<file path="config.mk">
export PLATFORM = sky130hd
export DESIGN_NAME = flash_read_decoder
export DESIGN_NICKNAME = d
export VERILOG_FILES = /design/src/rtl/flash_cmd_pkg.sv /design/src/rtl/flash_read_decoder.sv /design/src/rtl/pin_edge_sync.sv
export SDC_FILE = /design/constraint.sdc
export NUM_CORES = 1
export LEC_CHECK = 0
export ABC_AREA = 1
export BUFFER_PORTS_ARGS = -buffer_cell sky130_fd_sc_hd__buf_2
export CORE_ASPECT_RATIO = 2
export CORE_UTILIZATION = 35
export DETAILED_ROUTE_END_ITERATION = 10
export GPL_ROUTABILITY_DRIVEN = 0
export SYNTH_ARGS = -nofsm -noshare
export SYNTH_HDL_FRONTEND = slang
export SYNTH_SLANG_ARGS = --single-unit
</file>
<file path="constraint.sdc">
create_clock -name SYS_CLK -period 3.15 [get_ports SYS_CLK]
set_clock_uncertainty 0.2 [all_clocks]
set_input_delay 0.63 -clock SYS_CLK [delete_from_list [all_inputs] [get_ports SYS_CLK]]
set_output_delay 0.63 -clock SYS_CLK [all_outputs]
set_load 0.01 [all_outputs]
</file>
<file path="src/rtl/flash_cmd_pkg.sv">
// Package: opcodes, field layouts, reset values for the flash read decoder
package flash_cmd_pkg;
  // Opcodes
  localparam logic [7:0] OP_WRITE_ENABLE = 8'h06;
  localparam logic [7:0] OP_READ_UAB = 8'hC8;
  localparam logic [7:0] OP_WRITE_UAB = 8'hC5;
  localparam logic [7:0] OP_ENTER_WIDE = 8'hB7;
  localparam logic [7:0] OP_EXIT_WIDE = 8'hE9;
  localparam logic [7:0] OP_READ = 8'h03;
  localparam logic [7:0] OP_READ_W32 = 8'h13;
  localparam logic [7:0] OP_FAST = 8'h0B;
  localparam logic [7:0] OP_FAST_W32 = 8'h0C;
  localparam logic [7:0] OP_DUAL = 8'h3B;
  localparam logic [7:0] OP_DUAL_W32 = 8'h3C;
  localparam logic [7:0] OP_SET_PARAM = 8'hC0;
  localparam logic [7:0] OP_RESET_ENABLE = 8'h66;
  localparam logic [7:0] OP_RESET = 8'h99;
  // Reset values
  localparam logic [7:0] UAB_RESET = 8'h00;
  localparam logic [1:0] DUMMY_SEL_RESET = 2'h0;
  // Read-parameter field position P[5:4]
  localparam int PARAM_DUMMY_LSB = 4;
  // Counts
  localparam logic [5:0] SPI_DUMMY_CLKS = 6'h08;
  localparam logic [5:0] BITS_24 = 6'h18;
  localparam logic [5:0] BITS_32 = 6'h20;
  localparam logic [5:0] BITS_BYTE = 6'h08;
  localparam logic [5:0] BITS_NIBBLE = 6'h04;
  localparam logic [5:0] DUAL_BYTE_CLKS = 6'h04;
  // Decoder phases
  typedef enum logic [2:0] {
    PH_OPCODE = 3'b000,
    PH_ADDR = 3'b001,
    PH_DUMMY = 3'b010,
    PH_DATA = 3'b011,
    PH_REG_OUT = 3'b100,
    PH_REG_IN = 3'b101,
    PH_IGNORE = 3'b110
  } phase_t;
  // Read kind travelling with the command
  typedef struct packed {
    logic dual;
    logic fast;
    logic wide;
  } read_kind_t;
  // Array request toward memory core
  typedef struct packed {
    logic req;
    logic [31:0] addr;
  } array_req_t;
endpackage

</file>
<file path="src/rtl/flash_read_decoder.sv">
// Command decoder for address width, upper address byte and array reads
//
// Functional notes
// - Narrow mode: upper byte supplies A[31:24]
// - Upper-byte read returns register MSB first
// - Wide mode ignores upper byte register
// - Upper-byte write needs write enable latch
// - Upper byte clears on power-up and reset
// - Wide mode: address top byte overwrites register
// - Enter opcode selects 32-bit addressing
// - Exit opcode returns to 24-bit addressing
// - Normal read: opcode, address, then data
// - Address increments per byte, streams on
// - Reads ignored while busy flag set
// - Opcode 13h always takes 32-bit address
// - Always-32-bit reads only in SPI mode
// - SPI fast read has eight dummy clocks
// - Quad dummy count from read parameters
// - Quad dummy count defaults to two
// - Opcode 0Ch is wrap burst in quad
// - Dual read: eight dummies, two lanes
// - Opcode 3Ch always takes 32-bit address
// - Dual lanes: odd on one, even zero
// - Write enable sets the latch
// - Quad mode moves four bits per clock
`timescale 1ns/100ps
module flash_read_decoder
  import flash_cmd_pkg::*;
(
  input wire logic SYS_CLK,
  input wire logic NRST,
  input wire logic CS_N,
  input wire logic SCLK,
  input wire logic [3:0] IO_IN,
  output logic [3:0] IO_OUT,
  output logic [3:0] IO_OE,
  input wire logic QUAD_COMMAND_MODE,
  input wire logic BUSY,
  input wire logic SOFT_RESET,
  output logic WRITE_ENABLE_LATCH,
  output logic ADDRESS_WIDTH_SELECT,
  output logic [7:0] UPPER_ADDRESS_BYTE,
  output array_req_t ARRAY_REQ,
  input wire logic [7:0] ARRAY_DATA,
  output logic WRAP_BURST_START
);
  // Synchronised pins: bit0 SCLK, bit1 select active, bits 5:2 lanes
  // Select is inverted first so its idle level matches the reset zero
  logic [5:0] pin_level;
  logic [5:0] pin_rise;
  logic [5:0] pin_fall;
  pin_edge_sync #(.WIDTH(6)) u_sync (
    .clk(SYS_CLK),
    .rst_n(NRST),
    .din({IO_IN, !CS_N, SCLK}),
    .level(pin_level),
    .rise(pin_rise),
    .fall(pin_fall)
  );
  logic sck_rise; // Sample edge
  logic sck_fall; // Launch edge
  logic cs_active; // Frame in progress
  logic [3:0] lanes_in; // Synchronised lanes
  assign sck_rise = pin_rise[0] && pin_level[1];
  assign sck_fall = pin_fall[0] && pin_level[1];
  assign cs_active = pin_level[1];
  assign lanes_in = pin_level[5:2];
  logic cs_end; // Chip select rising
  assign cs_end = pin_fall[1];

  phase_t phase; // Decoder phase
  logic [7:0] opcode; // Latched command
  logic [31:0] shreg; // Incoming shift register
  logic [5:0] count; // Bits or clocks left in phase
  read_kind_t kind; // Current read flavour
  logic [31:0] addr; // Running array address
  logic [7:0] out_byte; // Byte being shifted out
  logic [5:0] out_cnt; // Clocks left in output byte
  logic [1:0] dummy_sel; // Quad dummy select P[5:4]
  logic reset_armed; // Reset enable seen
  logic drive; // Device owns output lanes

  // Bits taken per clock: 4 in quad mode, else 1
  function automatic logic [5:0] step(input logic quad);
    step = quad ? 6'h04 : 6'h01;
  endfunction
  // Shift new lane bits into the register
  function automatic logic [31:0] shift_in(input logic [31:0] r,
                                           input logic quad,
                                           input logic [3:0] l);
    shift_in = quad ? {r[27:0], l} : {r[30:0], l[0]};
  endfunction
  // Quad dummy clock count from two-bit field
  function automatic logic [5:0] quad_dummies(input logic [1:0] sel);
    quad_dummies = {3'h0, sel, 1'b0} + 6'h02;
  endfunction

  // Command decode helpers
  logic [7:0] next_op; // Opcode completed this edge
  logic op_done; // Opcode phase finishes now
  logic is_read; // Completed opcode is an array read
  logic is_w32_op; // Always-32-bit variant
  logic [31:0] shifted; // Shift register with this edge's lanes
  assign shifted = shift_in(shreg, QUAD_COMMAND_MODE, lanes_in);
  assign next_op = shifted[7:0];
  assign op_done = sck_rise && phase == PH_OPCODE
                   && count <= step(QUAD_COMMAND_MODE);
  assign is_w32_op = next_op == OP_READ_W32 || next_op == OP_DUAL_W32
                     || next_op == OP_FAST_W32;
  assign is_read = next_op == OP_READ || next_op == OP_FAST
                   || next_op == OP_DUAL || is_w32_op;

  // Main decoder sequence
  always_ff @(posedge SYS_CLK or negedge NRST) begin
    if (!NRST) begin
      phase <= PH_OPCODE;
      opcode <= 8'h00;
      shreg <= 32'h0;
      count <= BITS_BYTE;
      kind <= '0;
      addr <= 32'h0;
    end else if (!cs_active) begin
      // Idle between frames: ready for opcode
      phase <= PH_OPCODE;
      count <= BITS_BYTE;
      shreg <= 32'h0;
    end else if (sck_rise) begin
      shreg <= shift_in(shreg, QUAD_COMMAND_MODE, lanes_in);
      count <= count - step(QUAD_COMMAND_MODE);
      unique case (phase)
        PH_OPCODE: begin
          if (op_done) begin
            opcode <= next_op;
            kind <= '{dual: next_op == OP_DUAL || next_op == OP_DUAL_W32,
                      fast: next_op != OP_READ && next_op != OP_READ_W32,
                      wide: is_w32_op};
            if (is_read && BUSY) begin
              phase <= PH_IGNORE;
            end else if (is_w32_op && QUAD_COMMAND_MODE) begin
              phase <= PH_IGNORE;
            end else if (is_read && !(next_op == OP_DUAL
                         && QUAD_COMMAND_MODE)) begin
              phase <= PH_ADDR;
              // Width fixed at 32 for W32 variants
              count <= (is_w32_op || ADDRESS_WIDTH_SELECT) ? BITS_32
                       : BITS_24;
            end else if (next_op == OP_READ_UAB) begin
              phase <= PH_REG_OUT;
            end else if (next_op == OP_WRITE_UAB
                         && WRITE_ENABLE_LATCH) begin
              phase <= PH_REG_IN;
              count <= BITS_BYTE;
            end else if (next_op == OP_SET_PARAM) begin
              phase <= PH_REG_IN;
              count <= BITS_BYTE;
            end else begin
              phase <= PH_IGNORE;
            end
          end
        end
        PH_ADDR: begin
          if (count <= step(QUAD_COMMAND_MODE)) begin
            // Narrow address takes upper byte as top
            addr <= (kind.wide || ADDRESS_WIDTH_SELECT) ? shifted
                    : {UPPER_ADDRESS_BYTE,
                       shifted[23:0]};
            if (kind.fast) begin
              phase <= PH_DUMMY;
              count <= (QUAD_COMMAND_MODE && !kind.dual)
                       ? quad_dummies(dummy_sel)
                       : SPI_DUMMY_CLKS;
            end else begin
              phase <= PH_DATA;
            end
          end
        end
        PH_DUMMY: begin
          // Lane values ignored here; counts clocks only
          count <= count - 6'h01;
          if (count == 6'h01) begin
            phase <= PH_DATA;
          end
        end
        PH_REG_IN: begin
          if (count <= step(QUAD_COMMAND_MODE)) begin
            phase <= PH_IGNORE;
          end
        end
        default: begin
          // Data, register out and ignore run to chip select
        end
      endcase
      // Stream address advance on each byte boundary
      if (phase == PH_DATA && out_cnt == 6'h00) begin
        addr <= addr + 32'h1;
      end
    end
  end

  // Byte available for the data and register-out phases
  logic load_byte; // Start of a new output byte
  assign load_byte = sck_fall && (phase == PH_DATA || phase == PH_REG_OUT)
                     && out_cnt == 6'h00;
  // Output shifting on falling clock edges
  always_ff @(posedge SYS_CLK or negedge NRST) begin
    if (!NRST) begin
      out_byte <= 8'h00;
      out_cnt <= 6'h00;
      drive <= 1'b0;
    end else if (!cs_active) begin
      out_cnt <= 6'h00;
      drive <= 1'b0;
    end else if (load_byte) begin
      drive <= 1'b1;
      out_byte <= (phase == PH_REG_OUT) ? UPPER_ADDRESS_BYTE
                  : ARRAY_DATA;
      out_cnt <= (kind.dual && phase == PH_DATA) ? DUAL_BYTE_CLKS - 6'h01
                 : (QUAD_COMMAND_MODE ? 6'h01 : BITS_BYTE - 6'h01);
    end else if (sck_fall && out_cnt != 6'h00) begin
      out_cnt <= out_cnt - 6'h01;
      if (kind.dual && phase == PH_DATA) begin
        out_byte <= {out_byte[5:0], 2'b00};
      end else if (QUAD_COMMAND_MODE) begin
        out_byte <= {out_byte[3:0], 4'h0};
      end else begin
        out_byte <= {out_byte[6:0], 1'b0};
      end
    end
  end

  // Lane drivers: MSB first, pairs for dual, nibbles for quad
  always_comb begin
    IO_OUT = 4'h0;
    IO_OE = 4'h0;
    if (drive) begin
      if (kind.dual && phase == PH_DATA) begin
        IO_OUT = {2'b00, out_byte[7], out_byte[6]};
        IO_OE = 4'h3;
      end else if (QUAD_COMMAND_MODE) begin
        IO_OUT = out_byte[7:4];
        IO_OE = 4'hF;
      end else begin
        IO_OUT = {2'b00, out_byte[7], 1'b0};
        IO_OE = 4'h2;
      end
    end
  end
  assign ARRAY_REQ = '{req: phase == PH_DATA, addr: addr};

  // Register write completion on last rising edge
  logic reg_done; // Data byte fully received
  logic [7:0] reg_byte; // Received byte
  assign reg_done = sck_rise && phase == PH_REG_IN
                    && count <= step(QUAD_COMMAND_MODE);
  assign reg_byte = shifted[7:0];
  logic hard_reset; // Reset command completes, or soft reset pulse
  assign hard_reset = (cs_end && opcode == OP_RESET && reset_armed)
                      || SOFT_RESET;

  // Upper address byte register
  always_ff @(posedge SYS_CLK or negedge NRST) begin
    if (!NRST) begin
      UPPER_ADDRESS_BYTE <= UAB_RESET;
    end else if (hard_reset) begin
      UPPER_ADDRESS_BYTE <= UAB_RESET;
    end else if (reg_done && opcode == OP_WRITE_UAB) begin
      UPPER_ADDRESS_BYTE <= reg_byte;
    end else if (sck_rise && phase == PH_ADDR && ADDRESS_WIDTH_SELECT
                 && count <= step(QUAD_COMMAND_MODE)) begin
      UPPER_ADDRESS_BYTE <= shifted[31:24];
    end
  end

  // Address width, write enable latch, read parameters
  always_ff @(posedge SYS_CLK or negedge NRST) begin
    if (!NRST) begin
      ADDRESS_WIDTH_SELECT <= 1'b0;
      WRITE_ENABLE_LATCH <= 1'b0;
      dummy_sel <= DUMMY_SEL_RESET;
      reset_armed <= 1'b0;
    end else if (hard_reset) begin
      ADDRESS_WIDTH_SELECT <= 1'b0;
      WRITE_ENABLE_LATCH <= 1'b0;
      dummy_sel <= DUMMY_SEL_RESET;
      reset_armed <= 1'b0;
    end else begin
      if (cs_end && phase == PH_IGNORE) begin
        // Opcode-only commands act at chip select rise
        if (opcode == OP_ENTER_WIDE) begin
          ADDRESS_WIDTH_SELECT <= 1'b1;
        end
        if (opcode == OP_EXIT_WIDE) begin
          ADDRESS_WIDTH_SELECT <= 1'b0;
        end
        if (opcode == OP_WRITE_ENABLE) begin
          WRITE_ENABLE_LATCH <= 1'b1;
        end
        reset_armed <= opcode == OP_RESET_ENABLE;
      end
      if (reg_done && opcode == OP_WRITE_UAB) begin
        WRITE_ENABLE_LATCH <= 1'b0;
      end
      if (reg_done && opcode == OP_SET_PARAM) begin
        dummy_sel <= reg_byte[PARAM_DUMMY_LSB +: 2];
      end
    end
  end

  // Quad mode 0Ch starts wrap burst in another block
  assign WRAP_BURST_START = op_done && QUAD_COMMAND_MODE
                            && next_op == OP_FAST_W32;

  chk_busy_read: assert property (@(posedge SYS_CLK) disable iff (!NRST)
    op_done && is_read && BUSY |=> phase == PH_IGNORE)
    else $error("read taken while busy");
  chk_quad_w32: assert property (@(posedge SYS_CLK) disable iff (!NRST)
    op_done && QUAD_COMMAND_MODE && next_op == OP_READ_W32
    |=> phase == PH_IGNORE)
    else $error("32-bit read accepted in quad mode");
  chk_cs_release: assert property (@(posedge SYS_CLK) disable iff (!NRST)
    !cs_active |=> IO_OE == 4'h0 && phase == PH_OPCODE)
    else $error("lanes driven after chip select high");
  chk_wide_width: assert property (@(posedge SYS_CLK) disable iff (!NRST)
    op_done && next_op == OP_READ_W32 && !BUSY && !QUAD_COMMAND_MODE
    |=> count == BITS_32)
    else $error("13h not given 32-bit address");
  chk_uab_guard: assert property (@(posedge SYS_CLK) disable iff (!NRST)
    op_done && next_op == OP_WRITE_UAB && !WRITE_ENABLE_LATCH
    |=> phase == PH_IGNORE)
    else $error("upper byte write without latch");
  chk_enter_wide: assert property (@(posedge SYS_CLK) disable iff (!NRST)
    cs_end && phase == PH_IGNORE && opcode == OP_ENTER_WIDE
    && !hard_reset |=> ADDRESS_WIDTH_SELECT)
    else $error("wide mode not entered");
  chk_exit_wide: assert property (@(posedge SYS_CLK) disable iff (!NRST)
    cs_end && phase == PH_IGNORE && opcode == OP_EXIT_WIDE
    |=> !ADDRESS_WIDTH_SELECT)
    else $error("wide mode not left");
  chk_spi_dummy: assert property (@(posedge SYS_CLK) disable iff (!NRST)
    $rose(phase == PH_DUMMY) && !QUAD_COMMAND_MODE
    |-> count == SPI_DUMMY_CLKS)
    else $error("SPI dummy count not eight");
  chk_dual_lanes: assert property (@(posedge SYS_CLK) disable iff (!NRST)
    drive && kind.dual && phase == PH_DATA |-> IO_OE == 4'h3)
    else $error("dual data not on two lanes");
endmodule // flash_read_decoder

</file>
<file path="src/rtl/pin_edge_sync.sv">
// Three-stage synchroniser with rise and fall detection
`timescale 1ns/100ps
module pin_edge_sync #(
  parameter int WIDTH = 1
) (
  input wire logic clk,
  input wire logic rst_n,
  input wire logic [WIDTH-1:0] din,
  output logic [WIDTH-1:0] level,
  output logic [WIDTH-1:0] rise,
  output logic [WIDTH-1:0] fall
);
  logic [WIDTH-1:0] s1; // Metastable stage, read only by s2
  logic [WIDTH-1:0] s2;
  logic [WIDTH-1:0] s3;
  logic [WIDTH-1:0] stable; // Filtered level
  // Shift chain
  always_ff @(posedge clk or negedge rst_n) begin
    if (!rst_n) begin
      s1 <= '0;
      s2 <= '0;
      s3 <= '0;
    end else begin
      s1 <= din;
      s2 <= s1;
      s3 <= s2;
    end
  end
  // A change counts once s2 and s3 agree
  always_ff @(posedge clk or negedge rst_n) begin
    if (!rst_n) begin
      stable <= '0;
    end else begin
      for (int i = 0; i < WIDTH; i++) begin
        if (s2[i] == s3[i]) begin
          stable[i] <= s3[i];
        end
      end
    end
  end
  // Edges of the filtered level
  always_comb begin
    for (int i = 0; i < WIDTH; i++) begin
      rise[i] = !stable[i] && (s2[i] == s3[i]) && s3[i];
      fall[i] = stable[i] && (s2[i] == s3[i]) && !s3[i];
    end
  end
  assign level = stable;
endmodule // pin_edge_sync
</file>
Word level (Yosys, flattened, before mapping) --
Index checks and enable logic that the tools add are counted.
Cells by class: magnitude comparators 1, equal/unequal tests 39, $add $sub $neg 5, shifts and indexed selects 0, div/mod/pow operators 0, $mul 0, bitwise gates (word level) 0, multiplexer cells 69, reduce and logical (&&, ||, !) cells 68
Operator list (count):
- $mux W32 | 5
- $mux W6 | 15
- $eq A8 B8 Y1 const B | 8
- $mux W8 | 8
- $mux W31 | 2
- $mux W3 | 12
- $logic_and A1 B1 Y1 | 34
- $add A32 B1 Y32 const B | 1
- $mux W4 | 7
- $pmux W6 S3 | 1
- $eq A8 B4 Y1 const B | 2
- $eq A8 B6 Y1 const B | 2
- $ne A3 B3 Y1 const B | 5
- $mux W1 | 13
- $pmux W3 S4 | 1
- $reduce_bool A3 Y1 | 4
- $sub A6 B1 Y6 const B | 2
- $logic_or A1 B1 Y1 | 10
- $mux W2 | 5
- $reduce_bool A2 Y1 | 5
- $eq A3 B3 Y1 const B | 3
- $eq A8 B2 Y1 const B | 1
- $eq A8 B3 Y1 const B | 1
- $eq A8 B5 Y1 const B | 1
- other kinds (19) | 34
Word-level totals: output and inout bits 52, latch bits 0, RAM bits 0, input bits 19, bits in registers 135, word-level logic and storage cells 207, memories kept 0, ROM bits 0

Longest topological paths before layout --
word-level depth 13, gate-level depth with buffers 21, gate-level depth less buffers 19

By module --
Synthesis repeated with hierarchy kept, for this count alone.
Unflattened totals: cells, all modules 1057, area, all modules 7977.7 µm²
By module, submodules not included:
- flash_read_decoder | cells an instance 997, times used 1, area an instance 7226.9 µm², sequential area each 2778.9 µm²
- pin_edge_sync | cells an instance 60, times used 1, area an instance 750.7 µm², sequential area each 600.6 µm²

Worst setup path after synthesis --
OpenSTA, ideal clock, no wires.
path kind input to output, from input QUAD_COMMAND_MODE, to output WRAP_BURST_START, arrival time 2240 ps, slack 80 ps, buffers on the path 3, stages 13, required time 2320 ps, cell sequence buf_6 > inv_6 > buf_12 > ha_1 > ha_1 > or2_1 > nand2_1 > nand2_1 > nand2_1 > nor2_2 > nand2_1 > clkbuf_1 > nor3_1
Between the ends: cells in the longest elaborated chain, start to end 5, elaborated cells on any way between the ends 7, classes of those cells 1 x order compare; 1 x eq/ne; 2 x mux; 3 x reduce/logical
Ends and longest elaborated chain:
- start: declaration | RTL line flash_read_decoder.sv:37 | input wire logic QUAD_COMMAND_MODE,
- $mux W3 | RTL line flash_read_decoder.sv:85 | step = quad ? 6'h04 : 6'h01;
- $le A6 B3 Y1 | RTL line flash_read_decoder.sv:107 | && count <= step(QUAD_COMMAND_MODE);
- $logic_and A1 B1 Y1 | RTL line flash_read_decoder.sv:107
- $logic_and A1 B1 Y1 | RTL line flash_read_decoder.sv:310 | assign WRAP_BURST_START = op_done && QUAD_COMMAND_MODE
- $logic_and A1 B1 Y1 (*) | RTL line flash_read_decoder.sv:311 | && next_op == OP_FAST_W32;
- end: declaration | RTL line flash_read_decoder.sv:45 | output logic WRAP_BURST_START
Mark *: on every way between the ends. The rest lies on a longest branch, timed or not.

Final worst setup path --
from register count[0], to output WRAP_BURST_START
Between the ends: cells in the longest elaborated chain, start to end 4
Ends and longest elaborated chain:
- start: declaration | RTL line flash_read_decoder.sv:74 | logic [5:0] count;
- start signal: assignment | RTL line flash_read_decoder.sv:129 | count <= count - step(QUAD_COMMAND_MODE);
- start signal: assignment | RTL line flash_read_decoder.sv:145 | count <= (is_w32_op || ADDRESS_WIDTH_SELECT) ? BITS_32
- start signal: assignment | RTL line flash_read_decoder.sv:169 | count <= (QUAD_COMMAND_MODE && !kind.dual)
- $le A6 B3 Y1 | RTL line flash_read_decoder.sv:107
- $logic_and A1 B1 Y1 | RTL line flash_read_decoder.sv:107
- $logic_and A1 B1 Y1 | RTL line flash_read_decoder.sv:310
- $logic_and A1 B1 Y1 | RTL line flash_read_decoder.sv:311
No other way between the ends.

==> flow_summary_export.csv <==
group,metric,value,unit
routing,route.detailed.wl_per_inst,16.5,um
setup_path,reg_to_reg_critical_path_endpoint,"count[2]$_DFFE_PN0N_",
floorplan,floorplan.die.width,108,um
setup_path,criticalPathCategory,"reg -> out",
place,dpl.hpwl,17700,um
pwr,total_power,4740,uW
pwr,clkPwrFrac,47.2,%
clocking,clock_sink_count,135,
setup_path,rr_worst_depth,20,
min_path,hold_crit_depth,1,
yosys,postSynthAreaPerCell,7.72,sq um
setup_path,setup.reg_to_reg.worst_slack,510,ps
yosys,dominantRegCellSynth,"sky130_fd_sc_hd__dfrtp_1",
sta,fin_crit_sh,96.2,%
setup_path,crit_arrival,2200,ps
layout,layout.nets,1144,
yosys,distinct_cell_type_count_of_the_synthesized_netlist,52,
routing,drt-pass1-iter-count,4,
place,detailedPlace.worstSlack,70.9,ps
yosys,post_synth_inst_count,1028,
yosys,seq_area_frac_synth,42.6,%
routing,route.final.wire_length,23200,um
global_route,grt_pass1_wl,37900,um
global_route,grt_util_all_layers,21.2,%
sta,tightestPinTransition,926,ps
layout,layout-area-overhead-vs-synth,19.0,%
routing,vias,7303,
sta,timing.final.max_slew_violations,0,
floorplan,design.die.area,23300,sq um
yosys,synth_enable_flop_cells,0,
min_path,min_to,"u_sync.s1[3]$_DFF_PN0_",
outcome,outcome,"finished, final reports clean",
clocking,tritoncts,"built",
floorplan,core.rowCount,77,
global_route,global_route.overflow_total,0,
min_path,min-delay-start,"IO_IN[1]",
routing,drt_first_iter_violations,386,
floorplan,start_util,35.8,%
clocking,clk_pin_slew,60,ps
yosys,async_flop_share,100,%
sta,final_critical_period,3030,ps
global_route,initial_antenna_violation_count,0,
setup_path,kind_of_start_point_of_the_critical_path,"flop",
sta,maxSlewHeadroom,38.0,%
yosys,syn_nets,1055,
pwr,leakage,0.00445,uW
pwr,power.density_cell_area,502,nW/um^2
clocking,cts_buffer_depth,2,
layout,final_layout_size_suffix_gt1_share,19.7,%
floorplan,dieHeight,215,um
clocking,cts.htree.levels,4,
sta,hold_violations,0,
sta,timing.final.setup_violations,0,
place,port_buffers,70,
global_route,grt_start_max_net_pins,61,
sta,setup_slack,119,ps
yosys,synth_area,7940,sq um
pwr,power.combinational.fraction,12.3,%
routing,vias_per_cell,5.19,
setup_path,worst_setup_path_end_kind,"output port",
layout,insertedDiodeCount,0,
floorplan,io_pins,71,
pwr,internal-power,3470,uW
clocking,cts.root.buffer_cell,"sky130_fd_sc_hd__clkbuf_16",
clocking,tritoncts.num_buffers,17,
setup_path,cp_data_required_time,2320,ps
pwr,net-switching-power,1270,uW
pwr,peakVddDrop,0.355,mV
min_path,hold_class,"in -> reg",
routing,drc_errors,0,
yosys,synth_seq_cells,135,
yosys,ys.warnings.count,0,
clocking,clk-insertion-delay-late,430,ps
setup_path,r2r_start,"count[0]$_DFFE_PN0N_",
pwr,p_seq_share,40.5,%
routing,drt.antenna.violating_nets,0,
setup_path,crit_path_max_fanout,4,
job,max_cap_viols,0,
floorplan,fp.coreArea,22200,sq um
sta,max_clock_freq,0.330,GHz
global_route,grt_pass1_vias,7544,
pwr,netSwitchingFraction,26.9,%
==> layer usage <==
metal | track usage [%] | up-vias | part of all wire (%)
met5 | 0 | - | 0
met4 | 15.5 | 0 | 6.7
met3 | 3.52 | 84 | 2.7
met2 | 38.8 | 178 | 55
met1 | 20.6 | 3468 | 36
li1 | - | 3573 | -
==> layout by cell type (no fill, tap or decap), types with 9 or more instances in the layout <==
| cell type | count |
|---|---|
| sky130_fd_sc_hd__nand2_1 | 193 |
| sky130_fd_sc_hd__inv_1 | 140 |
| sky130_fd_sc_hd__dfrtp_1 | 134 |
| sky130_fd_sc_hd__o21ai_0 | 122 |
| sky130_fd_sc_hd__nor2_1 | 81 |
| sky130_fd_sc_hd__buf_2 | 69 |
| sky130_fd_sc_hd__nand3_1 | 38 |
| sky130_fd_sc_hd__buf_4 | 35 |
| sky130_fd_sc_hd__a21oi_1 | 32 |
| sky130_fd_sc_hd__o22ai_1 | 30 |
| sky130_fd_sc_hd__nand2_2 | 28 |
| sky130_fd_sc_hd__xor2_1 | 26 |
| sky130_fd_sc_hd__o211ai_1 | 21 |
| sky130_fd_sc_hd__clkbuf_16 | 17 |
| sky130_fd_sc_hd__a31oi_1 | 15 |
| sky130_fd_sc_hd__nor3_1 | 14 |
| sky130_fd_sc_hd__nand4_1 | 12 |
| sky130_fd_sc_hd__inv_2 | 9 |
| sky130_fd_sc_hd__nand2_4 | 9 |
| sky130_fd_sc_hd__nor2_4 | 9 |
==> what timing repair did <==
item                       in CTS  in global routing
hold buffers                    1                  0
gates cloned                    0                  0
gates resized for setup         2                  8
pin swaps                       0                  2
hold endpoints to repair       12                  0
setup endpoints to repair       1                  1
setup buffers                   0                  5
==> power by group through the flow <==
stage          registers (uW)  logic, uW  clock network, uW
2_1_floorplan            1910        371                  0
6_report                 1920        583               2240
5_1_grt                  1930        656               2340
4_1_cts                  1920        564               2280
3_5_place_dp             1940        560                  0
3_3_place_gp             1940        555                  0
==> state kept, by name, summed over array words and instances (netlist names) <==
signal                count
dummy_sel                 2
addr                     32
kind                      3
u_sync.s1                 6
phase                     3
u_sync.level              6
ADDRESS_WIDTH_SELECT      1
reset_armed               1
count                     6
out_cnt                   6
u_sync.s2                 6
UPPER_ADDRESS_BYTE        8
WRITE_ENABLE_LATCH        1
shreg                    31
out_byte                  8
u_sync.s3                 6
drive                     1
opcode                    8
==> final cells by class <==
type	count	area, sq um
fillers	2329	12700
inverters	151	572
well taps	276	345
clock buffers	20	457
multi-input cells	704	3820
flip-flops and latches	135	3380
clock inverters	12	198
repair buffers	108	669
==> stage by stage <==
step | hold slack, ps | utilization, % | std cells | cell area (sq um) | setup TNS (ps)
5_1_grt | 83.3 | 42.6 | 1406 | 9440 | -11.0
3_3_place_gp | 133 | 39.3 | 1368 | 8700 | 0
2_1_floorplan | 131 | - | 1028 | 7940 | 0
3_5_place_dp | 136 | 39.3 | 1368 | 8700 | 0
6_report | 103 | 42.6 | 1406 | 9440 | 0
4_1_cts | 80.0 | 42.3 | 1401 | 9370 | 0
==> worst max-delay path, stage by stage, from the launching register on <==
cell and delay, ps:
sky130_fd_sc_hd__dfrtp_1 410, sky130_fd_sc_hd__inv_2 120, sky130_fd_sc_hd__ha_4 150, sky130_fd_sc_hd__ha_2 170, sky130_fd_sc_hd__or2_1 140, sky130_fd_sc_hd__nand2_2 80
sky130_fd_sc_hd__nand2_2 80, sky130_fd_sc_hd__nand2_4 80, sky130_fd_sc_hd__nor2_4 100, sky130_fd_sc_hd__nand2_1 80, sky130_fd_sc_hd__nor3_2 200, sky130_fd_sc_hd__buf_2 170
==> kinds of logic after synthesis <==
group,count (synthesis),share of synthesized area [%]
AO/OA/AOI/OAI,244,17.5
XOR/XNOR,33,3.64
adder cells (fa/ha/maj),12,1.77
buffers and inverters,189,9.70
flip-flops,135,42.6
AND/OR/NAND/NOR,415,24.8
==> cell usage after synthesis (21+ instances only) <==
cell / number / area [sq um]
sky130_fd_sc_hd__o22ai_1: 30 / 188
sky130_fd_sc_hd__clkbuf_1: 23 / 86.3
sky130_fd_sc_hd__a21oi_1: 32 / 160
sky130_fd_sc_hd__nand3_1: 38 / 190
sky130_fd_sc_hd__xor2_1: 26 / 228
sky130_fd_sc_hd__o21ai_0: 122 / 611
sky130_fd_sc_hd__dfrtp_1: 134 / 3350
sky130_fd_sc_hd__o211ai_1: 21 / 158
sky130_fd_sc_hd__nand2_2: 26 / 163
sky130_fd_sc_hd__inv_1: 141 / 529
sky130_fd_sc_hd__nor2_1: 81 / 304
sky130_fd_sc_hd__nand2_1: 196 / 736
==> worst max-delay path by stage <==
stage / start / slack [ps] / end
2_1_floorplan: QUAD_COMMAND_MODE / 80 / WRAP_BURST_START
3_3_place_gp: QUAD_COMMAND_MODE / 100 / WRAP_BURST_START
3_5_place_dp: QUAD_COMMAND_MODE / 70 / count[2]$_DFFE_PN0N_
4_1_cts: count[2]$_DFFE_PN0N_ / 30 / WRAP_BURST_START
5_1_grt: count[0]$_DFFE_PN0N_ / -10 / WRAP_BURST_START
6_report: count[0]$_DFFE_PN0N_ / 120 / WRAP_BURST_START
(Power assumes the default switching activity.)
